$ cat config.mk
export PLATFORM = sky130hd
export DESIGN_NAME = fmc_top
export DESIGN_NICKNAME = d
export VERILOG_FILES = /design/src/common/fmc_pkg.sv /design/src/logic/fmc_top.sv
export SDC_FILE = /design/constraint.sdc
export NUM_CORES = 1
export LEC_CHECK = 0
export BUFFER_PORTS_ARGS = -buffer_cell sky130_fd_sc_hd__buf_2
export CORE_ASPECT_RATIO = 0.7
export CORE_MARGIN = 2
export CORE_UTILIZATION = 53
export CTS_CLUSTER_DIAMETER = 120
export CTS_CLUSTER_SIZE = 16
export DETAILED_ROUTE_END_ITERATION = 12
export PLACE_DENSITY = 0.8
export SLEW_MARGIN = 20
export SYNTH_ARGS = -nofsm -noshare
export SYNTH_HDL_FRONTEND = slang
export SYNTH_SLANG_ARGS = --single-unit
$ cat constraint.sdc
create_clock -name core_clk -period 14.92 [get_ports core_clk]
set_input_delay 2.238 -clock core_clk [delete_from_list [all_inputs] [get_ports core_clk]]
set_output_delay 2.238 -clock core_clk [all_outputs]
set_load 0.02 [all_outputs]
$ cat src/common/fmc_pkg.sv
package fmc_pkg;
   // register indices; byte address is four times the index
   localparam logic [15:0] IDX_RAM_OVERLAY_CONTROL    = 16'hfedb;
   localparam logic [15:0] IDX_SYSTEM_CONTROL_TWO     = 16'hff42;
   localparam logic [15:0] IDX_FLASH_CONTROL_ONE      = 16'hff80;
   localparam logic [15:0] IDX_FLASH_CONTROL_TWO      = 16'hff81;
   localparam logic [15:0] IDX_ERASE_BLOCK_SELECT_ONE = 16'hff82;
   localparam logic [15:0] IDX_ERASE_BLOCK_SELECT_TWO = 16'hff83;

   localparam int FC1_WEP_BIT = 7;
   localparam int FC1_SWE_BIT = 6;
   localparam int FC1_EV_BIT  = 3;
   localparam int FC1_PV_BIT  = 2;
   localparam int FC1_E_BIT   = 1;
   localparam int FC1_P_BIT   = 0;
   localparam int FC2_ERR_BIT = 7;
   localparam int FC2_ESU_BIT = 1;
   localparam int FC2_PSU_BIT = 0;
   localparam int SC2_FRS_BIT = 3;
   localparam int ROC_OVS_BIT = 3;
   localparam int ROC_BLK_LSB = 0;

   localparam logic [7:0] REG_RESET     = 8'h00;
   localparam logic [7:0] FC1_RESET_HI  = 8'h80;
   localparam logic [7:0] ERASED_BYTE   = 8'hff;
   localparam logic [7:0] SC2_NO_FLASH  = 8'h00;
   localparam int         PROG_BYTES    = 32;
   localparam int         N_BLOCKS      = 10;
   localparam logic [9:0] ALL_BLOCKS    = 10'h3ff;
   localparam logic [3:0] SUB_LAST      = 4'h8;
   localparam logic [2:0] HSIZE_BYTE    = 3'h0;
   localparam logic [2:0] HSIZE_WORD    = 3'h2;

   typedef enum logic [2:0] {
      MODE_DISABLED   = 3'b000,
      MODE_USER       = 3'b001,
      MODE_USER_PROG  = 3'b010,
      MODE_BOOT       = 3'b011,
      MODE_PROGRAMMER = 3'b100
   } fmc_mode_t;

   typedef enum logic [2:0] {
      REG_NONE = 3'b000,
      REG_ROC  = 3'b001,
      REG_SC2  = 3'b010,
      REG_FC1  = 3'b011,
      REG_FC2  = 3'b100,
      REG_EB1  = 3'b101,
      REG_EB2  = 3'b110
   } fmc_reg_t;

   typedef enum logic [1:0] {
      BAUD_IDLE    = 2'b00,
      BAUD_WAIT    = 2'b01,
      BAUD_MEASURE = 2'b10,
      BAUD_LOCKED  = 2'b11
   } fmc_baud_t;
endpackage

$ cat src/logic/fmc_top.sv
// Chosen here: register access over AHB-Lite.
`timescale 1ns/1ps
// Function
// - programming writes one 32-byte row at once.
// - array split in ten blocks: 2x32k, 2x8k, 16k, 28k, 4x1k.
// - four array modes: program, erase, program-verify, erase-verify.
// - mode taken from mode pins and write-enable pin at reset release.
// - plain user mode reads only; program and erase have no effect.
// - program and erase only in boot, user program and programmer modes.
// - boot erases whole array to 0xff; block erase only in user program mode.
// - boot mode serial receiver measures host bit rate automatically.
// - overlay active makes reads of the chosen block come from overlay RAM.
// - clearing overlay select returns that block to the flash array.
// - hardware, software and error protection block program and erase.
// - flash registers reachable only with select bit set; overlay register always.
// - flash disabled: flash registers read 0x00, writes ignored.
// - flash register writes blocked while write-enable status bit is 0.
// - first control register resets to 0x80 with pin high, else 0x00.
// - second control (except its error flag) and erase block registers held 0 unless pin and enable set.
// - flash registers byte wide, each access two states.
// - without flash, select register ignores writes, reads a fixed value.
// - write-enable status bit mirrors the pin; low means hardware protected.
// - program entry order: enable, then setup, then program bit.
// - error flag set enters error protection, no more program or erase.
module fmc_top #(
   parameter bit         HAS_FLASH = 1'b1,
   parameter logic [7:0] SC2_UNDEF = fmc_pkg::SC2_NO_FLASH
) (
   input  wire logic              core_clk,
   input  wire logic              nrst,
   input  wire logic              hsel,
   input  wire logic [31:0]       haddr,
   input  wire logic [1:0]        htrans,
   input  wire logic              hwrite,
   input  wire logic [2:0]        hsize,
   input  wire logic [31:0]       hwdata,
   input  wire logic              hready,
   output logic      [31:0]       hrdata,
   output logic                   hreadyout,
   output logic                   hresp,
   input  wire logic              write_enable_pin,
   input  wire logic              mode_pin_two,
   input  wire logic              mode_pin_one,
   input  wire logic              mode_pin_zero,
   input  wire logic              serial_rx_line,
   output logic                   serial_tx_line,
   input  wire logic              flash_wr_valid,
   input  wire logic [16:0]       flash_wr_addr,
   input  wire logic [7:0]        flash_wr_data,
   input  wire logic [16:0]       flash_rd_addr,
   input  wire logic              array_fault,
   output logic                   overlay_hit,
   output logic                   array_prog,
   output logic      [11:0]       array_prog_row,
   output logic      [255:0]      array_prog_data,
   output logic                   array_erase,
   output logic                   array_erase_all,
   output logic      [9:0]        array_erase_mask,
   output logic                   array_prog_verify,
   output logic                   array_erase_verify,
   output fmc_pkg::fmc_mode_t     op_mode,
   output logic      [15:0]       baud_bit_cycles,
   output logic                   baud_locked
);
   import fmc_pkg::*;

   function automatic fmc_reg_t reg_of(input logic [31:0] a);
      fmc_reg_t r;
      r = REG_NONE;
      if (a[31:18] == 14'h0000 && a[1:0] == 2'h0) begin
         case (a[17:2])
            IDX_RAM_OVERLAY_CONTROL:    r = REG_ROC;
            IDX_SYSTEM_CONTROL_TWO:     r = REG_SC2;
            IDX_FLASH_CONTROL_ONE:      r = REG_FC1;
            IDX_FLASH_CONTROL_TWO:      r = REG_FC2;
            IDX_ERASE_BLOCK_SELECT_ONE: r = REG_EB1;
            IDX_ERASE_BLOCK_SELECT_TWO: r = REG_EB2;
            default:                    r = REG_NONE;
         endcase
      end
      return r;
   endfunction

   // block map: four 1k at the bottom, then 28k, 16k, 8k, 8k, 32k, 32k
   function automatic logic [3:0] block_of(input logic [16:0] a);
      logic [3:0] b;
      b = 4'h0;
      if (a < 17'h01000) begin
         b = {2'b00, a[11:10]};
      end else if (a < 17'h08000) begin
         b = 4'h4;
      end else if (a < 17'h0c000) begin
         b = 4'h5;
      end else if (a < 17'h0e000) begin
         b = 4'h6;
      end else if (a < 17'h10000) begin
         b = 4'h7;
      end else if (a < 17'h18000) begin
         b = 4'h8;
      end else begin
         b = 4'h9;
      end
      return b;
   endfunction

   function automatic fmc_mode_t mode_of(input logic [2:0] md, input logic wep);
      fmc_mode_t m;
      if (!md[2]) begin
         m = MODE_DISABLED;
      end else if (!wep) begin
         m = MODE_USER;
      end else begin
         case (md[1:0])
            2'b00:   m = MODE_BOOT;
            2'b11:   m = MODE_PROGRAMMER;
            default: m = MODE_USER_PROG;
         endcase
      end
      return m;
   endfunction

   logic        rst_meta_r;
   logic        rst_n_r;

   always_ff @(posedge core_clk or negedge nrst) begin
      if (!nrst) begin
         rst_meta_r <= 1'b0;
         rst_n_r    <= 1'b0;
      end else begin
         rst_meta_r <= 1'b1;
         rst_n_r    <= rst_meta_r;
      end
   end

   fmc_mode_t   mode_r, mode_nxt;
   fmc_reg_t    dp_reg_r, dp_reg_nxt;
   fmc_baud_t   baud_st_r, baud_st_nxt;
   logic        mode_lat_r, mode_lat_nxt;
   logic        wep_r, wep_nxt;
   logic        dp_r, dp_nxt;
   logic        dp_wr_r, dp_wr_nxt;
   logic        dp_sz_ok_r, dp_sz_ok_nxt;
   logic        hro_r, hro_nxt;
   logic [7:0]  rdata_r, rdata_nxt;
   logic        frs_r, frs_nxt;
   logic        ovs_r, ovs_nxt;
   logic [1:0]  ovl_blk_r, ovl_blk_nxt;
   logic        swe_r, swe_nxt;
   logic        ev_r, ev_nxt;
   logic        pv_r, pv_nxt;
   logic        e_r, e_nxt;
   logic        p_r, p_nxt;
   logic        esu_r, esu_nxt;
   logic        psu_r, psu_nxt;
   logic        err_r, err_nxt;
   logic [9:0]  eb_r, eb_nxt;
   logic        ers_r, ers_nxt;
   logic        ers_all_r, ers_all_nxt;
   logic [9:0]  ers_mask_r, ers_mask_nxt;
   logic [255:0] buf_r, buf_nxt;
   logic [11:0] row_r, row_nxt;
   logic        ovl_hit_r, ovl_hit_nxt;
   logic [3:0]  sub_r, sub_nxt;
   logic [15:0] bcnt_r, bcnt_nxt;
   logic [15:0] baud_r, baud_nxt;
   logic        lck_r, lck_nxt;

   logic        flash_on;
   logic        pe_mode;
   logic        blk_mode;
   logic        fwr;
   logic [7:0]  wd;
   logic [9:0]  wr_blk_hot;

   always_comb begin
      mode_nxt     = mode_r;
      mode_lat_nxt = 1'b1;
      wep_nxt      = write_enable_pin;
      dp_nxt       = dp_r;
      dp_reg_nxt   = dp_reg_r;
      dp_wr_nxt    = dp_wr_r;
      dp_sz_ok_nxt = dp_sz_ok_r;
      hro_nxt      = hro_r;
      rdata_nxt    = rdata_r;
      frs_nxt      = frs_r;
      ovs_nxt      = ovs_r;
      ovl_blk_nxt  = ovl_blk_r;
      swe_nxt      = swe_r;
      ev_nxt       = ev_r;
      pv_nxt       = pv_r;
      e_nxt        = e_r;
      p_nxt        = p_r;
      esu_nxt      = esu_r;
      psu_nxt      = psu_r;
      eb_nxt       = eb_r;
      buf_nxt      = buf_r;
      row_nxt      = row_r;
      baud_st_nxt  = baud_st_r;
      sub_nxt      = sub_r;
      bcnt_nxt     = bcnt_r;
      baud_nxt     = baud_r;
      wd           = hwdata[7:0];
      wr_blk_hot   = 10'h000;
      wr_blk_hot[block_of(flash_wr_addr)] = 1'b1;

      // pins are caught on the first edge after the reset copy releases
      if (!mode_lat_r) begin
         mode_nxt = mode_of({mode_pin_two, mode_pin_one, mode_pin_zero}, write_enable_pin);
      end

      flash_on = HAS_FLASH && (mode_r != MODE_DISABLED) && frs_r;
      pe_mode  = (mode_r == MODE_BOOT) || (mode_r == MODE_USER_PROG) || (mode_r == MODE_PROGRAMMER);
      blk_mode = (mode_r == MODE_USER_PROG);

      // every register takes one wait state, so a flash register access is two states
      if (dp_r) begin
         dp_nxt  = 1'b0;
         hro_nxt = 1'b1;
         fwr     = dp_wr_r && dp_sz_ok_r && flash_on && wep_r;
         case (dp_reg_r)
            REG_ROC: begin
               rdata_nxt = 8'h00;
               rdata_nxt[ROC_OVS_BIT] = ovs_r;
               rdata_nxt[ROC_BLK_LSB +: 2] = ovl_blk_r;
               if (dp_wr_r) begin
                  ovs_nxt     = wd[ROC_OVS_BIT];
                  ovl_blk_nxt = wd[ROC_BLK_LSB +: 2];
               end
            end
            REG_SC2: begin
               rdata_nxt = 8'h00;
               rdata_nxt[SC2_FRS_BIT] = frs_r;
               if (!HAS_FLASH) begin
                  rdata_nxt = SC2_UNDEF;
               end else if (dp_wr_r) begin
                  frs_nxt = wd[SC2_FRS_BIT];
               end
            end
            REG_FC1: begin
               rdata_nxt = {wep_r, swe_r, 2'b00, ev_r, pv_r, e_r, p_r};
               if (fwr) begin
                  swe_nxt = wd[FC1_SWE_BIT];
                  if (swe_r) begin
                     ev_nxt = wd[FC1_EV_BIT];
                     pv_nxt = wd[FC1_PV_BIT];
                     e_nxt  = wd[FC1_E_BIT] && esu_r;
                     p_nxt  = wd[FC1_P_BIT] && psu_r;
                  end
               end
            end
            REG_FC2: begin
               rdata_nxt = {err_r, 5'h00, esu_r, psu_r};
               if (fwr && swe_r) begin
                  esu_nxt = wd[FC2_ESU_BIT];
                  psu_nxt = wd[FC2_PSU_BIT];
               end
            end
            REG_EB1: begin
               rdata_nxt = {6'h00, eb_r[9:8]};
               if (fwr && swe_r) begin
                  eb_nxt[9:8] = wd[1:0];
               end
            end
            REG_EB2: begin
               rdata_nxt = eb_r[7:0];
               if (fwr && swe_r) begin
                  eb_nxt[7:0] = wd;
               end
            end
            default: rdata_nxt = 8'h00;
         endcase
         if (!flash_on && dp_reg_r != REG_ROC && dp_reg_r != REG_SC2) begin
            rdata_nxt = REG_RESET;
         end
      end else begin
         fwr = 1'b0;
      end

      if (hsel && hready && htrans[1]) begin
         dp_nxt       = 1'b1;
         hro_nxt      = 1'b0;
         dp_reg_nxt   = reg_of(haddr);
         dp_wr_nxt    = hwrite;
         dp_sz_ok_nxt = (hsize == HSIZE_BYTE) || (hsize == HSIZE_WORD);
      end

      // protection chain, strongest first
      if (!wep_r) begin
         swe_nxt = 1'b0;
      end
      if (!swe_nxt) begin
         {ev_nxt, pv_nxt, e_nxt, p_nxt, esu_nxt, psu_nxt} = 6'h00;
         eb_nxt = 10'h000;
      end
      if (err_r || !pe_mode) begin
         e_nxt = 1'b0;
         p_nxt = 1'b0;
      end

      // writing the array while it is being programmed, or a block while it is being erased, is an error
      err_nxt = err_r || array_fault || (flash_wr_valid && p_r) ||
                (flash_wr_valid && ers_r && (ers_all_r || (wr_blk_hot & ers_mask_r) != 10'h000));

      // one erase at a time; more than one selected block starts nothing
      ers_mask_nxt = blk_mode ? eb_nxt : ALL_BLOCKS;
      ers_all_nxt  = e_nxt && !blk_mode;
      ers_nxt      = e_nxt && (!blk_mode || $onehot(eb_nxt));

      // row latch collects bytes between setup and program; unwritten bytes stay erased
      if (flash_wr_valid && psu_r && !p_r && pe_mode && !err_r) begin
         buf_nxt[flash_wr_addr[4:0]*8 +: 8] = flash_wr_data;
         row_nxt = flash_wr_addr[16:5];
      end
      if (p_r && !p_nxt) begin
         buf_nxt = {PROG_BYTES{ERASED_BYTE}};
      end

      ovl_hit_nxt = ovs_nxt && (block_of(flash_rd_addr) == {2'b00, ovl_blk_nxt});

      // host sends a zero byte: nine bit times low, so count in ninths
      case (baud_st_r)
         BAUD_IDLE: begin
            if (mode_r == MODE_BOOT && mode_lat_r) begin
               baud_st_nxt = BAUD_WAIT;
            end
         end
         BAUD_WAIT: begin
            sub_nxt  = 4'h0;
            bcnt_nxt = 16'h0000;
            if (!serial_rx_line) begin
               baud_st_nxt = BAUD_MEASURE;
            end
         end
         BAUD_MEASURE: begin
            if (serial_rx_line) begin
               baud_nxt    = bcnt_r;
               baud_st_nxt = BAUD_LOCKED;
            end else if (sub_r == SUB_LAST) begin
               sub_nxt  = 4'h0;
               bcnt_nxt = bcnt_r + 16'h0001;
            end else begin
               sub_nxt = sub_r + 4'h1;
            end
         end
         BAUD_LOCKED: baud_st_nxt = BAUD_LOCKED;
         default:     baud_st_nxt = BAUD_IDLE;
      endcase
      lck_nxt = (baud_st_nxt == BAUD_LOCKED);
   end

   always_ff @(posedge core_clk or negedge rst_n_r) begin
      if (!rst_n_r) begin
         mode_r     <= MODE_DISABLED;
         mode_lat_r <= 1'b0;
         wep_r      <= 1'b0;
         dp_r       <= 1'b0;
         dp_reg_r   <= REG_NONE;
         dp_wr_r    <= 1'b0;
         dp_sz_ok_r <= 1'b0;
         hro_r      <= 1'b1;
         rdata_r    <= REG_RESET;
         frs_r      <= 1'b0;
         ovs_r      <= 1'b0;
         ovl_blk_r  <= 2'h0;
         swe_r      <= 1'b0;
         ev_r       <= 1'b0;
         pv_r       <= 1'b0;
         e_r        <= 1'b0;
         p_r        <= 1'b0;
         esu_r      <= 1'b0;
         psu_r      <= 1'b0;
         err_r      <= 1'b0;
         eb_r       <= 10'h000;
         ers_r      <= 1'b0;
         ers_all_r  <= 1'b0;
         ers_mask_r <= 10'h000;
         buf_r      <= {PROG_BYTES{ERASED_BYTE}};
         row_r      <= 12'h000;
         ovl_hit_r  <= 1'b0;
         baud_st_r  <= BAUD_IDLE;
         sub_r      <= 4'h0;
         bcnt_r     <= 16'h0000;
         baud_r     <= 16'h0000;
         lck_r      <= 1'b0;
      end else begin
         mode_r     <= mode_nxt;
         mode_lat_r <= mode_lat_nxt;
         wep_r      <= wep_nxt;
         dp_r       <= dp_nxt;
         dp_reg_r   <= dp_reg_nxt;
         dp_wr_r    <= dp_wr_nxt;
         dp_sz_ok_r <= dp_sz_ok_nxt;
         hro_r      <= hro_nxt;
         rdata_r    <= rdata_nxt;
         frs_r      <= frs_nxt;
         ovs_r      <= ovs_nxt;
         ovl_blk_r  <= ovl_blk_nxt;
         swe_r      <= swe_nxt;
         ev_r       <= ev_nxt;
         pv_r       <= pv_nxt;
         e_r        <= e_nxt;
         p_r        <= p_nxt;
         esu_r      <= esu_nxt;
         psu_r      <= psu_nxt;
         err_r      <= err_nxt;
         eb_r       <= eb_nxt;
         ers_r      <= ers_nxt;
         ers_all_r  <= ers_all_nxt;
         ers_mask_r <= ers_mask_nxt;
         buf_r      <= buf_nxt;
         row_r      <= row_nxt;
         ovl_hit_r  <= ovl_hit_nxt;
         baud_st_r  <= baud_st_nxt;
         sub_r      <= sub_nxt;
         bcnt_r     <= bcnt_nxt;
         baud_r     <= baud_nxt;
         lck_r      <= lck_nxt;
      end
   end

   assign hrdata             = {24'h000000, rdata_r};
   assign hreadyout          = hro_r;
   assign hresp              = 1'b0;
   assign serial_tx_line     = rst_n_r; // idle high, transmit path lives elsewhere
   assign overlay_hit        = ovl_hit_r;
   assign array_prog         = p_r;
   assign array_prog_row     = row_r;
   assign array_prog_data    = buf_r;
   assign array_erase        = ers_r;
   assign array_erase_all    = ers_all_r;
   assign array_erase_mask   = ers_mask_r;
   assign array_prog_verify  = pv_r;
   assign array_erase_verify = ev_r;
   assign op_mode            = mode_r;
   assign baud_bit_cycles    = baud_r;
   assign baud_locked        = lck_r;

endmodule

# [Yosys cells after proc, flatten, opt, wreduce, memory -nomap -nowiden]
# Cells that the tools add are included.
[totals] register_bits=364 output_inout_bits=339 wordCells=237
[classes] addsub=12 order_cmp=14 n_eq_ne=34 shifts=2 mux=84 bitwise_logic=1 n_reduce_logical=56
[op_table] cell="$mux W256" n=2
[op_table] cell="$bwmux W256" n=1
[op_table] cell="$shift A8 B34 Y256 const A" n=1
[op_table] cell="$shiftx A8 B34 Y256" n=1
[op_table] cell="$lt A17 B16 Y1 const B" n=6
[op_table] cell="$eq A16 B16 Y1 const B" n=6
[op_table] cell="$lt A17 B17 Y1 const B" n=4
[op_table] cell="$mux W4" n=12
[op_table] cell="$pmux W8 S6" n=1
[op_table] cell="$mux W1" n=43
[op_table] cell="$lt A17 B13 Y1 const B" n=2
[op_table] cell="$neg A8 Y34" n=1
[op_table] cell="$mux W16" n=2
[op_table] cell="$pmux W16 S2" n=1
[op_table] cell="$mux W10" n=3
[op_table] cell="$logic_and A1 B1 Y1" n=25
[op_table] cell="$mux W8" n=3
[op_table] cell="$pmux W3 S6" n=1
[op_table] cell="$add A16 B1 Y16 const B" n=1
[op_table] cell="$mux W2" n=8
[op_table] cell="$eq A3 B2 Y1 const B" n=5
[op_table] cell="$logic_not A14 Y1" n=1
[op_table] cell="$eq A3 B3 Y1 const B" n=4
[op_table] cell="$add A1 B1 Y2" n=5
[op_table] cell="32 further kinds" n=64

# [Depth between registers and ports, before layout]
[logic_depth] depth_word=16 depth_mapped=17

# [Worst setup path before layout]
# Ideal clock, no wire load.
[synth_path] path_kind="reg2out" start="register rst_n_r, in the netlist serial_tx_line" end="output port serial_tx_line" arrival_time_ps=7911 slack_ps=4771 path_stages_with_launch=1 n_path_buf=0 cell_sequence="dfrtp_1"
[synth_lines] item="start: declaration" line_no="fmc_top.sv:123" rtl="logic rst_n_r;"
[synth_lines] item="start signal: assignment" line_no="fmc_top.sv:131" rtl="rst_n_r <= rst_meta_r;"
[synth_lines] item="end: declaration" line_no="fmc_top.sv:46" rtl="output logic serial_tx_line,"
# No word-level cell between the ends.

# [Worst setup path after layout]
[layout_path] start="input port hwdata[6]" end="register ers_r, in the netlist array_erase"
[layout_via] elab_chain_len=12 elab_cells_between_ends=22 cone_classes="add/sub: 9; eq/ne: 1; mux: 10; reduce/logical: 2"
[layout_rtl] item="start: declaration" line_no="fmc_top.sv:36" rtl="input wire logic [31:0] hwdata,"
[layout_rtl] item="$mux W1" line_no="fmc_top.sv:241" rtl="if (fwr) begin"
[layout_rtl] item="$mux W1" line_no="fmc_top.sv:220" rtl="case (dp_reg_r)"
[layout_rtl] item="$mux W1" line_no="fmc_top.sv:216" rtl="if (dp_r) begin"
[layout_rtl] item="$mux W1" line_no="fmc_top.sv:288" rtl="if (!wep_r) begin"
[layout_rtl] item="$mux W10" line_no="fmc_top.sv:291" rtl="if (!swe_nxt) begin"
[layout_rtl] item="net eb_nxt[0]" line_no="fmc_top.sv:156" rtl="logic [9:0] eb_r, eb_nxt;"
[layout_rtl] item="$add A1 B1 Y2 (implied by the code)" line_no="fmc_top.sv:307" rtl="ers_nxt = e_nxt && (!blk_mode || $onehot(eb_nxt));"
[layout_rtl] item="$add A2 B2 Y3 (implied by the code)" line_no="fmc_top.sv:307"
[layout_rtl] item="$add A3 B3 Y4 (implied by the code)" line_no="fmc_top.sv:307"
[layout_rtl] item="$add A4 B2 Y4 (implied by the code)" line_no="fmc_top.sv:307"
[layout_rtl] item="$eq A4 B1 Y1" line_no="fmc_top.sv:307"
[layout_rtl] item="$logic_or A1 B1 Y1" line_no="fmc_top.sv:307"
[layout_rtl] item="$logic_and A1 B1 Y1" line_no="fmc_top.sv:307"
[layout_rtl] item="net ers_nxt" line_no="fmc_top.sv:157" rtl="logic ers_r, ers_nxt;"
[layout_rtl] item="end signal: assignment" line_no="fmc_top.sv:407" rtl="ers_r <= ers_nxt;"
[layout_rtl] item="end: declaration" line_no="fmc_top.sv:157"
# The timed path passes the listed nets, and every way through them passes these cells.
# A chain may end at the register's enable or synchronous reset.

==> reports/qor.yml <==
outcome:
  status: "finished clean"
floorplanning:
  pin_count: 462
  die_h_um: 152
  core_mm2: 0.0309
  row_count: 54
  die_area_mm2: 0.0327
  initial_core_util_pct: 53.5
  fp.dieW_um: 215
logic_synthesis:
  yosysTopAreaCellShare_pct: 40.8
  synthesis.instances: 1455
  synthDistinctLibCells: 70
  ys_warn_count: 0
  synth-seq-cells: 364
  synth_area_leaders: "dfstp_2, dfrtp_1, nand2_1"
  netlist_area_mm2: 0.0166
  synth-main-ff-cell: "dfstp_2"
  synth_async_sr_flop_share_pct: 100
  synth-edff-count: 0
  syn_area_per_cell_um2: 11.4
  seq_area_frac_synth_pct: 57.0
  synth.largest_area_cell: "dfstp_2"
routing:
  vias_per_cell: 5.69
  drtIter0Drc: 959
  firstDrtPassIters: 5
  routed_wl_mm: 46.6
  antenna_left: 0
  wire_per_inst_um: 20.8
  drc: 0
  dr_total_vias: 12700
timing:
  hold_violations: 0
  max_freq_ghz: 0.163
  fin_skew_ps: 13.1
  slew_headroom_pct: 10.7
  tightest_slew_ps: 1340
  setup_violations: 0
  rsz0062_at_grt: "false"
  min_period_ps: 6120
  finalCritPeriodShare_pct: 41.0
  slew_violations: 0
  tns_ps: 0
power_and_ir_drop:
  cellPowerDensity_mw_per_mm2: 93.7
  clock_power_share_pct: 37.2
  switching_share_pct: 24.3
  p_comb_share_pct: 6.6
  power_frac_seq_pct: 56.2
  p_int_uw: 1380
  p_leak_uw: 0.00987
  net-switching-power_uw: 443
  ir_drop_v: 0.0000691
  finalPower_uw: 1820
placed_design:
  place.gp.congestion: 0.900
  port_buffers: 400
  hpwlAfterDp_mm: 33.2
worst_setup_path:
  path_buf_inv: 6
  critPathTopFamily: "adder cells"
  path_cells: "buf_2, inv_1, nor4_1, o21ai_1, buf_4, nor2_1, fa_1, fa_1, inv_1, fa_1, inv_1, ha_1, inv_1, fa_1, a2111oi_0, a21oi_1, o21ai_0, and2_1"
  crit_path_top_delay_cell: "o21ai_1"
  end_kind: "flop"
  crit_fanout: 19
  critical-path-max-stage-delay_ps: 720
  crit_arrival_ps: 6620
  crit_cells: 18
  worstPathRequired_ps: 15420
  critPathKind: "primary input to flop"
  ff2ff_path_depth: 17
  start_kind: "primary input"
clock_tree:
  clock_latency_ps: 550
  cts_buffer_depth: 3
  clk_pin_slew_ps: 80
  cts_tree: "built"
  h-tree-depth: 1
  ctsResizeCount: 0
  cts_root_buf: "clkbuf_16"
  cts_buffers: 26
  cts_sinks: 364
  cts.hold.buffers_added: 0
  cts_setup_buffers: 0
global_route:
  grtUsageMet2_pct: 42.9
  grt_usage_pct: 28.2
  grt-ovfl-total: 0
  grt_pass1_wl_mm: 72.7
  grt_use_met1_pct: 40.7
  antenna_found_initial: 4
  grt_max_degree: 257
  grt_pass1_vias: 12500
  busiest_layer: "met2"
  grtUsageMet3_pct: 5.37
hold_path:
  holdCritPathClass: "flop to flop"
  min_path_cells: 0
cells_and_area:
  mostFrequentLayoutCells: "buf_2, nand2_1, dfstp_2"
  drive_gt1_share_pct: 42.5
  final_util_pct: 62.9
  nets: 1945
  area_delta_synth_final_pct: 17.5
  layout_commonest_cell: "buf_2"
job:
  cap_violations: 0
## cell type report
type | instances | area [µm²]
tap | 420 | 526
multi-input combinational | 969 | 6500
inverter | 35 | 131
timing repair buffer | 413 | 2110
clock buffer | 37 | 734
fill | 2475 | 11500
antenna | 4 | 10.0
sequential | 364 | 9430
## layer usage
layer / routed length, µm / up-vias
li1: - / 5812
met5: 0 / -
met4: 1770 / 0
met1: 20400 / 6356
met2: 21200 / 488
met3: 3210 / 92
## stage by stage
stage	instances	worst slack [ps]	area, µm²	hold slack [ps]
4_1_cts	2238	8870	19400	359
2_1_floorplan	1480	4310	16600	331
3_5_place_dp	2201	8260	18700	342
6_report	2242	8800	19500	360
5_1_grt	2242	8510	19500	372
3_3_place_gp	2201	8420	18700	333
## final timing paths
path | endpoint | startpoint | slack [ps]
hold reg to reg | serial_tx_line$_DFF_PN0_ | rst_meta_r$_DFF_PN0_ | 360
hold / removal | serial_tx_line$_DFF_PN0_ | rst_meta_r$_DFF_PN0_ | 360
min in group asynchronous | array_prog_data[3]$_DFFE_PN1P_ | serial_tx_line$_DFF_PN0_ | 860
setup / recovery | array_erase$_DFF_PN0_ | hwdata[6] | 8800
max in group asynchronous | baud_bit_cycles[11]$_DFFE_PN0P_ | serial_tx_line$_DFF_PN0_ | 12050
setup reg to reg | array_erase$_DFF_PN0_ | dp_r$_DFF_PN0_ | 9530
## kinds of logic after synthesis
kind of cell / Yosys count / synth area share (%)
xor+xnor: 11 / 0.582
buf+inv: 147 / 4.39
other cells: 2 / 0.0454
fa+ha+maj: 13 / 1.25
mux: 151 / 9.45
simple gates: 518 / 16.1
compound gates: 249 / 11.2
flops: 364 / 57.0
## sequential cells by signal, indices dropped and copies added (netlist names), 4 cells and up
register,count
baud_bit_cycles,16
rdata_r,8
eb_r,10
array_prog_data,256
bcnt_r,16
sub_r,4
array_prog_row,12
array_erase_mask,10
## cell usage after synthesis (all sizes together), types with 10 or more instances
cell type and number:
a21oi 12, buf 68, clkbuf 44, dfrtp 107, dfstp 257, inv 35
mux2 32, mux2i 118, nand2 331, nand3 14, nand4 40, nor2 44
nor2b 18, nor3 13, nor4 11, o211ai 153, o21ai 32, o22ai 10
## power by group through the flow
| stage | combinational, µW | clock [µW] | sequential [µW] |
|---|---|---|---|
| final | 121 | 677 | 1020 |
| after global routing | 134 | 728 | 1030 |
| after CTS | 122 | 692 | 1020 |
| after detailed placement | 122 | 0 | 1040 |
| after global placement | 117 | 0 | 1040 |
| after floorplan | 59.1 | 0 | 1060 |
Power figures use the tool's default switching activity.
